--- src/pkg/led_flash_pkg.sv ---
// Function
// RULE1 - codes 0x00..0x7f give pulse length (code+1)*2 ms
// RULE2 - codes 0x80 and up give (code-127)*8+256 ms
// RULE3 - duration register resets to 0x23 (72 ms), read and write
// RULE4 - mode 00 is shutdown, or external torch when torch select is 10
// RULE5 - mode 01 drives indicator from 6 lsb, pwm at 31.25 khz by duty code
// RULE6 - mode 10 is assist light using 7 lsb of sink level
// RULE7 - mode 11 is flash using the full sink level code
// RULE8 - end of flash pulse clears sink enable and mode field
// RULE9 - sink enable resets to 0; sinks drive only while it is 1
// RULE10 - host writes zero to control bit 2 and ignores its read value
// RULE11 - host clears mode, enable and torch select before 5 v mode
// RULE12 - low supply at enable rise sets undervoltage flag, then reduce or stay off
// RULE13 - timer starts with flash pulse and ends it when duration elapses
package led_flash_pkg;
  localparam logic [7:0] duration_addr    = 8'h05;
  localparam logic [7:0] control_addr     = 8'h06;
  localparam logic [7:0] duration_reset   = 8'h23;
  localparam logic [7:0] control_reset    = 8'h00;
  localparam logic [7:0] segment_split    = 8'h80;
  localparam logic [7:0] segment_offset   = 8'h7f;
  localparam int         fine_step_ms     = 2;
  localparam int         coarse_step_ms   = 8;
  localparam int         coarse_base_ms   = 256;
  localparam int         clock_hz         = 20000000;
  localparam int         ms_cycles        = clock_hz / 1000;
  localparam int         pwm_hz_x100      = 3125000;
  localparam int         pwm_tick_cycles  = (clock_hz * 100 / pwm_hz_x100) / 16;
  localparam int         mode_lsb         = 0;
  localparam int         enable_bit       = 3;
  localparam logic [1:0] torch_ext_code   = 2'h2;

  typedef enum logic [1:0] {
    mode_off    = 2'b00,
    mode_ind    = 2'b01,
    mode_assist = 2'b10,
    mode_flash  = 2'b11
  } mode_type;

  typedef struct packed {
    logic [7:0] addr;
    logic [7:0] wdata;
    logic       wr;
  } reg_req_type;

  typedef struct packed {
    logic [7:0] level;
    logic       enable;
  } sink_drive_type;
endpackage

--- src/design/led_flash_mode_timer_control.sv ---
`timescale 1ns/1ps
module led_flash_mode_timer_control #(
  parameter int ms_cycles_p = led_flash_pkg::ms_cycles
) (
  input  wire logic                         clock,
  input  wire logic                         rst,
  input  wire led_flash_pkg::reg_req_type   req,
  output logic [7:0]                        rdata,
  input  wire logic [7:0]                   sink_level,
  input  wire logic [3:0]                   ind_duty,
  input  wire logic [1:0]                   torch_select,
  input  wire logic                         vin_low,
  input  wire logic                         uv_shutdown_sel,
  output led_flash_pkg::sink_drive_type     current_sink_outputs,
  output logic                              ext_torch,
  output logic                              uv_flag,
  output logic                              reduce_current,
  output logic                              timeout_flag
);
  import led_flash_pkg::*;

  initial begin
    if (ms_cycles_p < 1) $error("ms_cycles_p must be at least 1");
  end

  logic [7:0]  duration;
  logic [7:0]  next_duration;
  logic [1:0]  mode;
  logic [1:0]  next_mode;
  logic        enable;
  logic        next_enable;
  logic [10:0] ms_left;
  logic [10:0] next_ms_left;
  logic [31:0] ms_div;
  logic [31:0] next_ms_div;
  logic        running;
  logic        next_running;
  logic        uv;
  logic        next_uv;
  logic        uv_hold;
  logic        next_uv_hold;
  logic        tout;
  logic        next_tout;
  logic [31:0] pwm_div;
  logic [31:0] next_pwm_div;
  logic [3:0]  pwm_phase;
  logic [3:0]  next_pwm_phase;
  logic [10:0] length_ms;
  logic        enable_rise;
  sink_drive_type next_drive;

  always_comb begin
    if (duration < segment_split) begin                                   // RULE1
      length_ms = 11'((32'(duration) + 32'd1) * 32'(fine_step_ms));
    end else begin                                                        // RULE2
      length_ms = 11'((32'(duration) - 32'(segment_offset)) * 32'(coarse_step_ms)
                      + 32'(coarse_base_ms));
    end
  end

  assign enable_rise = req.wr && req.addr == control_addr && req.wdata[enable_bit] && !enable;

  always_comb begin
    next_duration = duration;
    next_mode     = mode;
    next_enable   = enable;
    next_running  = running;
    next_ms_left  = ms_left;
    next_ms_div   = ms_div;
    next_uv       = uv;
    next_uv_hold  = uv_hold;
    next_tout     = tout;
    if (req.wr && req.addr == duration_addr) begin
      next_duration = req.wdata;                                          // RULE3
    end
    if (req.wr && req.addr == control_addr) begin
      next_mode   = req.wdata[mode_lsb +: 2];
      next_enable = req.wdata[enable_bit];   // bit 2 is dropped on write
      if (enable_rise) begin
        next_uv_hold = vin_low && uv_shutdown_sel;                        // RULE12
        if (vin_low) begin
          next_uv = 1'b1;                                                 // RULE12
        end
      end
      if (!req.wdata[enable_bit]) begin
        next_uv_hold = 1'b0;
      end
    end
    // pulse begins when enabled in flash mode and no timer runs
    if (!running && next_enable && next_mode == mode_flash) begin        // RULE13
      next_running = 1'b1;
      next_ms_left = length_ms;
      next_ms_div  = 32'(ms_cycles_p - 1);
    end else if (running) begin
      if (!next_enable || next_mode != mode_flash) begin
        next_running = 1'b0;  // host aborted the flash
      end else if (ms_div != 32'd0) begin
        next_ms_div = ms_div - 32'd1;
      end else if (ms_left <= 11'd1) begin                                // RULE13
        next_running = 1'b0;
        next_enable  = 1'b0;                                              // RULE8
        next_mode    = mode_off;                                          // RULE8
        next_tout    = 1'b1;
      end else begin
        next_ms_left = ms_left - 11'd1;
        next_ms_div  = 32'(ms_cycles_p - 1);
      end
    end
  end

  always_comb begin
    next_pwm_phase = pwm_phase;
    next_pwm_div   = pwm_div - 32'd1;
    if (pwm_div == 32'd0) begin
      next_pwm_div   = 32'(pwm_tick_cycles - 1);
      next_pwm_phase = pwm_phase + 4'd1;  // 16 steps make one 31.25 khz period
    end
  end

  always_comb begin
    next_drive = '0;
    if (enable && !uv_hold) begin                                         // RULE9
      case (mode_type'(mode))
        mode_ind: begin                                                   // RULE5
          next_drive.level  = {2'h0, sink_level[5:0]};
          next_drive.enable = pwm_phase < ind_duty;
        end
        mode_assist: begin                                                // RULE6
          next_drive.level  = {1'h0, sink_level[6:0]};
          next_drive.enable = 1'b1;
        end
        mode_flash: begin                                                 // RULE7
          next_drive.level  = sink_level;
          next_drive.enable = 1'b1;
        end
        default: begin                                                    // RULE4
          next_drive = '0;
        end
      endcase
    end
  end

  always_ff @(posedge clock or posedge rst) begin
    if (rst) begin
      duration             <= duration_reset;                             // RULE3
      mode                 <= control_reset[1:0];
      enable               <= 1'b0;                                       // RULE9
      running              <= 1'b0;
      ms_left              <= 11'h000;
      ms_div               <= 32'h0;
      uv                   <= 1'b0;
      uv_hold              <= 1'b0;
      tout                 <= 1'b0;
      pwm_div              <= 32'h0;
      pwm_phase            <= 4'h0;
      current_sink_outputs <= '0;
      ext_torch            <= 1'b0;
      rdata                <= 8'h00;
    end else begin
      duration             <= next_duration;
      mode                 <= next_mode;
      enable               <= next_enable;
      running              <= next_running;
      ms_left              <= next_ms_left;
      ms_div               <= next_ms_div;
      uv                   <= next_uv;
      uv_hold              <= next_uv_hold;
      tout                 <= next_tout;
      pwm_div              <= next_pwm_div;
      pwm_phase            <= next_pwm_phase;
      current_sink_outputs <= next_drive;
      ext_torch            <= mode == mode_off && torch_select == torch_ext_code;  // RULE4
      case (req.addr)
        duration_addr: rdata <= duration;
        control_addr:  rdata <= {4'h0, enable, 1'b0, mode};  // RULE10
        default:       rdata <= 8'h00;
      endcase
    end
  end

  assign uv_flag        = uv;
  assign reduce_current = uv && !uv_hold && enable;
  assign timeout_flag   = tout;
endmodule

--- config.mk ---
export PLATFORM = sky130hd
export DESIGN_NAME = led_flash_mode_timer_control
export DESIGN_NICKNAME = d
export VERILOG_FILES = /design/src/pkg/led_flash_pkg.sv /design/src/design/led_flash_mode_timer_control.sv
export SDC_FILE = /design/constraint.sdc
export NUM_CORES = 1
export LEC_CHECK = 0
export ABC_AREA = 1
export BUFFER_PORTS_ARGS = -buffer_cell sky130_fd_sc_hd__buf_4
export CAP_MARGIN = 40
export CORE_UTILIZATION = 43
export DETAILED_ROUTE_END_ITERATION = 10
export GPL_TIMING_DRIVEN = 0
export PLACE_DENSITY = 0.68
export SKIP_CTS_REPAIR_TIMING = 1
export SLEW_MARGIN = 15
export SYNTH_ARGS = -nofsm -noshare
export SYNTH_HDL_FRONTEND = slang
export SYNTH_SLANG_ARGS = --single-unit
--- constraint.sdc ---
create_clock -name clock -period 9.72 [get_ports clock]
set_input_delay 0.486 -clock clock [delete_from_list [all_inputs] [get_ports clock]]
set_output_delay 0.486 -clock clock [all_outputs]
set_load 0.02 [all_outputs]
==> metrics.cfg, run 1 <==
[status]
status = completed

[synthesis]
synthesis.area_um2 = 6780
ys_seq_elements = 112
ys_warn_count = 0
yosys-top-cells-area = dfrtp_1, nand2_1, nor2_1
async_flop_share_pct = 100
yosys-top-cells-count = nand2_1, nor2_1, inv_1
synth_enable_flop_cells = 0
synth_seq_area_share_pct = 41.4
synth.largest_area_cell = dfrtp_1
ys.flop_type = dfrtp_1
avgSynthCellArea_um2 = 7.12
syn-instance-count = 952
netlist.area_leader.share_pct = 40.3
synthDistinctLibCells = 42
synthesis.nets = 999
yosysMostFrequentCell = nand2_1

[timing]
rsz0062_at_grt = false
max_freq_mhz = 418
max_slew_margin_pct = 61.1
fin_crit_sh_pct = 24.6
finalSetupTns_ns = 0
fin_skew_ns = 0.00982
final-max-slew-violation-count = 0
setup_ws_ns = 7.33
hold_viol_final = 0
setup_viol = 0
period_minus_slack_ns = 2.39
worst_slew_pin_slew_ns = 0.582

[routing]
drtPass1Iterations = 6
post_drt_wl_per_cell_um = 12.5
vias_per_cell = 4.86
drt_drc_violations_left = 0
routed_wl_mm = 15.4
vias = 5998
initialDrtViolationCount = 276
ant_nets = 0

[clock_network]
cts_htree_levels = 3
cts-root-buf = clkbuf_16
tritoncts = built
clkSinkCount = 112
clkSlewWorstSetupHoldPaths_ns = 0.07
cts.path.max_buffers = 2
cts_made_buffers = 9
clock_latency_ns = 0.36

[floorplan]
io_pins = 56
start_util_pct = 44.2
die_h_um = 128
die-area_um2 = 16300
rows = 45
die_x_um = 128
core_um2 = 15300

[worst_setup_path]
worstPathArrival_ns = 2.63
crit_path_max_fanout = 6
cp.required_ns = 9.96
worst_setup_path_end_kind = flip-flop
worstSetupStartpointType = flip-flop
path_class = flip-flop to flip-flop

[layout]
nNetsFinal = 1065
layout-drive-gt1-share_pct = 10.9
final_core_util_pct = 50.7
areaGrowthSynthToFinish_pct = 14.5
finalInstanceArea_um2 = 7760
antenna_cells = 0

[pwr]
max-vdd-ir-drop_mv = 0.117
power.leakage_nw = 4.14
total_power_w = 0.00156
power.density_nw_per_um2 = 200

[place]
dp.final_hpwl_mm = 11.5
dpl-instance-area_um2 = 7480
post-place-ws_ns = 7.38
place.gp.congestion = 0.935
place.port_buffers = 54

[grt]
overflow = 0
grt_pass1_wl_mm = 27.1
grt_pass1_vias = 5796
grt_antenna_before_repair = 0
grt_max_degree = 64
grt_usage_pct = 20.8

[min_path]
hold_class = input pin to asynchronous set/reset pin

[run]
maxCapViolations = 0

==> logic make-up after synthesis <==
logic type | Yosys count | synth area share [%]
fa+ha+maj | 12 | 2.22
mux | 1 | 0.148
xor+xnor | 51 | 6.59
flops | 112 | 41.4
buf+inv | 131 | 8.09
simple gates | 568 | 35.3
compound gates | 77 | 6.20
==> registers in the layout, summed over array words and instances, names as in the netlist <==
register,count
ms_div,32
pwm_div,32
ms_left,11
current_sink_outputs,9
duration,8
rdata,8
pwm_phase,4
mode,2
enable,1
ext_torch,1
running,1
timeout_flag,1
uv_flag,1
uv_hold,1
==> critical path, stage by stage, from the launching register on <==
cell,delay [ns]
dfrtp_1,0.39
inv_1,0.13
ha_1,0.30
nand2_1,0.17
nor2_1,0.50
nand2_1,0.25
xor2_1,0.20
nand2_1,0.06
o21ai_0,0.18
o21ai_0,0.10
==> per-stage QoR <==
stage | hold WS (ns) | instances
CTS | 0.213 | 1234
floorplan | 0.409 | 952
global route | 0.240 | 1234
finish | 0.199 | 1234
detailed placement | 0.423 | 1218
global placement | 0.424 | 1217
==> worst paths after layout <==
path	start	endpoint	slack [ns]	cells after the start
worst max-delay path	ms_div[0]$_DFFE_PP0P_	ms_div[10]$_DFFE_PP0P_	7.33	9
worst min-delay path	rst	pwm_div[22]$_DFF_PP0_	0.20	2
worst max register to register	ms_div[0]$_DFFE_PP0P_	ms_div[10]$_DFFE_PP0P_	7.33	9
worst min register to register	pwm_div[0]$_DFF_PP0_	pwm_div[0]$_DFF_PP0_	0.43	1
max in group asynchronous	rst	ms_div[15]$_DFFE_PP0P_	8.87	3
min in group clock	torch_select[0]	ext_torch$_DFF_PP0_	0.27	2
==> report_power, final <==
part	internal, W	switching, W	leakage [nW]
clock	0.000178	0.000177	0.139
combinational	0.000221	0.000390	2.58
sequential	0.000528	0.0000612	1.42
total	0.000927	0.000628	4.14
==> routing by layer <==
metal | track usage, % | wire length (µm) | up-vias
met5 | 0 | 0 | -
met1 | 27.0 | 7360 | 2747
met4 | 8.47 | 389 | 0
met2 | 34.3 | 7170 | 113
li1 | - | - | 3107
met3 | 3.64 | 527 | 31
==> cell usage in the layout, fill, tap and decap left out, types with 4 or more instances in the layout <==
cell type / Yosys / routed
nand2_1: 258 / 258
nor2_1: 194 / 194
inv_1: 111 / 110
dfrtp_1: 109 / 109
nand3_1: 63 / 63
buf_4: 5 / 59
o21ai_0: 38 / 38
xor2_1: 37 / 37
nand4_1: 19 / 19
o21ai_1: 14 / 14
xnor2_1: 14 / 14
a21oi_1: 14 / 14
ha_1: 12 / 12
nor3_1: 11 / 11
clkbuf_16: 0 / 9
nor2_2: 5 / 5
buf_2: 5 / 5
clkbuf_1: 4 / 5
nand2_2: 4 / 4
buf_6: 4 / 4
==> final cells by class <==
type | instances | area [µm²]
Clock inverter | 6 | 51.3
Sequential cell | 112 | 2810
Fill cell | 1530 | 7560
Tap cell | 211 | 264
Multi-Input combinational cell | 709 | 3420
Inverter | 112 | 425
Buffer | 19 | 128
Clock buffer | 10 | 229
Timing Repair Buffer | 55 | 433
Power figures use the tool's default switching activity.
==> run 2: changes to the inputs <==
==> constraint.sdc (replaced) <==
create_clock -name clock -period 2.36 [get_ports clock]
set_input_delay 0.118 -clock clock [delete_from_list [all_inputs] [get_ports clock]]
set_output_delay 0.118 -clock clock [all_outputs]
set_load 0.02 [all_outputs]
==> metrics.cfg, run 2 (synthesized netlist as in run 1, its figures left out) <==
[status]
status = finished, violations left
violations = negative hold slack

[layout]
antenna_cells = 0
areaGrowthSynthToFinish_pct = 17.0
final_core_util_pct = 51.8
layout-drive-gt1-share_pct = 11.2
final_common_cell = nand2_1
mostFrequentLayoutCells = nand2_1, nor2_1, inv_1
fillers = 1539
top_regs = ms_div x32, pwm_div x32, ms_left x11
nNetsFinal = 1077
multi_input_area_um2 = 3430
stdcell_count = 1246
layout.area.seq_um2 = 2810

[worst_setup_path]
worstRegToRegCells = 9
worstPathArrival_ns = 2.40
timing.rr.start = ms_div[8]$_DFFE_PP0P_
path_class = flip-flop to flip-flop
regToRegEndpoint = ms_div[27]$_DFFE_PP0P_
worstSetupStartpointType = flip-flop
cp.required_ns = 2.59
worst_setup_path_end_kind = flip-flop
rrSetupSlack_ns = 0.19
crit_path_max_fanout = 10

[clock_network]
cts_htree_levels = 3
clock_latency_ns = 0.36
cts.path.max_buffers = 2
clkSlewWorstSetupHoldPaths_ns = 0.08
clkSinkCount = 112
cts-root-buf = clkbuf_16
cts_made_buffers = 9
tritoncts = built

[routing]
vias = 5994
initialDrtViolationCount = 283
drtPass1Iterations = 4
ant_nets = 0
vias_per_cell = 4.81
routed_wl_mm = 15.7
post_drt_wl_per_cell_um = 12.6
drt_drc_violations_left = 0

[min_path]
hold_depth = 3
whs_endpoint = current_sink_outputs[6]$_DFF_PP0_
hold_class = input pin to flip-flop
hold_start = sink_level[5]

[pwr]
p_comb_share_pct = 39.7
switchingPower_w = 0.00264
power.leakage_nw = 4.21
clock_power_share_pct = 22.9
max-vdd-ir-drop_mv = 0.453
power_frac_seq_pct = 37.4
power.density_nw_per_um2 = 818
p_int_w = 0.00385
p_sw_share_pct = 40.6

[timing]
fin_crit_sh_pct = 91.9
final-max-slew-violation-count = 0
fin_skew_ns = 0.0126
rsz0062_at_grt = false
max_freq_mhz = 461
holdWs_ns = -0.0237
worst_slew_pin_slew_ns = 0.612
period_minus_slack_ns = 2.17
max_slew_margin_pct = 59.2
finalSetupTns_ns = 0
hold_viol_final = 1
setup_viol = 0

[place]
place.port_buffers = 54
place_inst = 1221
dp.final_hpwl_mm = 12.0
place.gp.congestion = 0.953

[grt]
grt_max_degree = 34
grt_usage_pct = 21.1
overflow = 0
grt_pass1_vias = 5893
grt_antenna_before_repair = 0
grt_pass1_wl_mm = 27.6

[floorplan]
die_h_um = 128
rows = 45
core_um2 = 15300
die_x_um = 128
io_pins = 56
start_util_pct = 44.2
die-area_um2 = 16300

[run]
maxCapViolations = 0

==> run 2: cell count changes in the layout (fill, tap and decap cells not counted) <==
cell | before | now
clkinvlp_4 | 0 | 2
dlygate4sd3_1 | 0 | 9
clkbuf_2 | 1 | 2
inv_6 | 2 | 4
clkinv_8 | 0 | 1
nor2_4 | 3 | 4
buf_16 | 1 | 2
nor2_1 | 194 | 193
clkinv_2 | 1 | 0
clkinv_4 | 3 | 0
clkbuf_1 | 5 | 4
buf_12 | 0 | 2
inv_8 | 1 | 0
==> run 2: worst max-delay path by stage <==
stage,startpoint,endpoint,slack (ns),cells after the start
after floorplan,duration[0]$_DFFE_PP1P_,ms_left[10]$_DFFE_PP0P_,0.53,13
after global placement,rst,ms_div[19]$_DFFE_PP0P_,0.08,2
after detailed placement,ms_div[0]$_DFFE_PP0P_,ms_div[26]$_DFFE_PP0P_,0.03,10
after CTS,ms_div[0]$_DFFE_PP0P_,ms_div[26]$_DFFE_PP0P_,-0.04,10
after global routing,ms_div[8]$_DFFE_PP0P_,ms_div[15]$_DFFE_PP0P_,0.009,9
final,ms_div[8]$_DFFE_PP0P_,ms_div[27]$_DFFE_PP0P_,0.19,9
==> run 2: cell type report <==
class | count | share of cell area, %
Buffer | 19 | 1.62
Clock buffer | 10 | 2.89
Clock inverter | 6 | 0.741
Inverter | 112 | 5.35
Multi-Input combinational cell | 709 | 43.2
Sequential cell | 112 | 35.4
Tap cell | 211 | 3.33
Timing Repair Buffer | 67 | 7.45
==> run 2: through the flow <==
stage / worst slack (ns) / instance area, µm² / power [W]
after CTS: -0.0367 / 7830 / 0.00652
after detailed placement: 0.0331 / 7540 / 0.00500
after global routing: 0.00936 / 7930 / 0.00706
final: 0.192 / 7930 / 0.00649
after floorplan: 0.532 / 6780 / 0.00435
after global placement: 0.0783 / 7450 / 0.00493
==> run 2: worst max-delay path, cell delays in order, from the launching register on <==
cell and delay [ns]:
dfrtp_1 0.44, nor2_1 0.27, nand2_1 0.14, nor2_2 0.25, nand4_2 0.35, buf_2 0.31, nand3_1 0.10, nor2_1 0.04
nand2_1 0.04, o21ai_0 0.09
==> run 2: power groups by stage <==
stage / Clock [W] / Combinational [W] / Sequential (W)
4_1_cts: 0.00153 / 0.00256 / 0.00242
6_report: 0.00149 / 0.00257 / 0.00242
3_3_place_gp: 0 / 0.00248 / 0.00245
2_1_floorplan: 0 / 0.00194 / 0.00241
5_1_grt: 0.00162 / 0.00298 / 0.00246
3_5_place_dp: 0 / 0.00255 / 0.00245
==> run 2: layer usage <==
metal / global-route usage [%] / wire length (µm) / vias up / part of all wire, %
met5: 0 / 0 / - / 0
met1: 27.0 / 7300 / 2738 / 46
met2: 36.1 / 7530 / 101 / 48
li1: - / - / 3134 / -
met3: 3.89 / 626 / 21 / 4.0
met4: 6.86 / 282 / 0 / 1.8
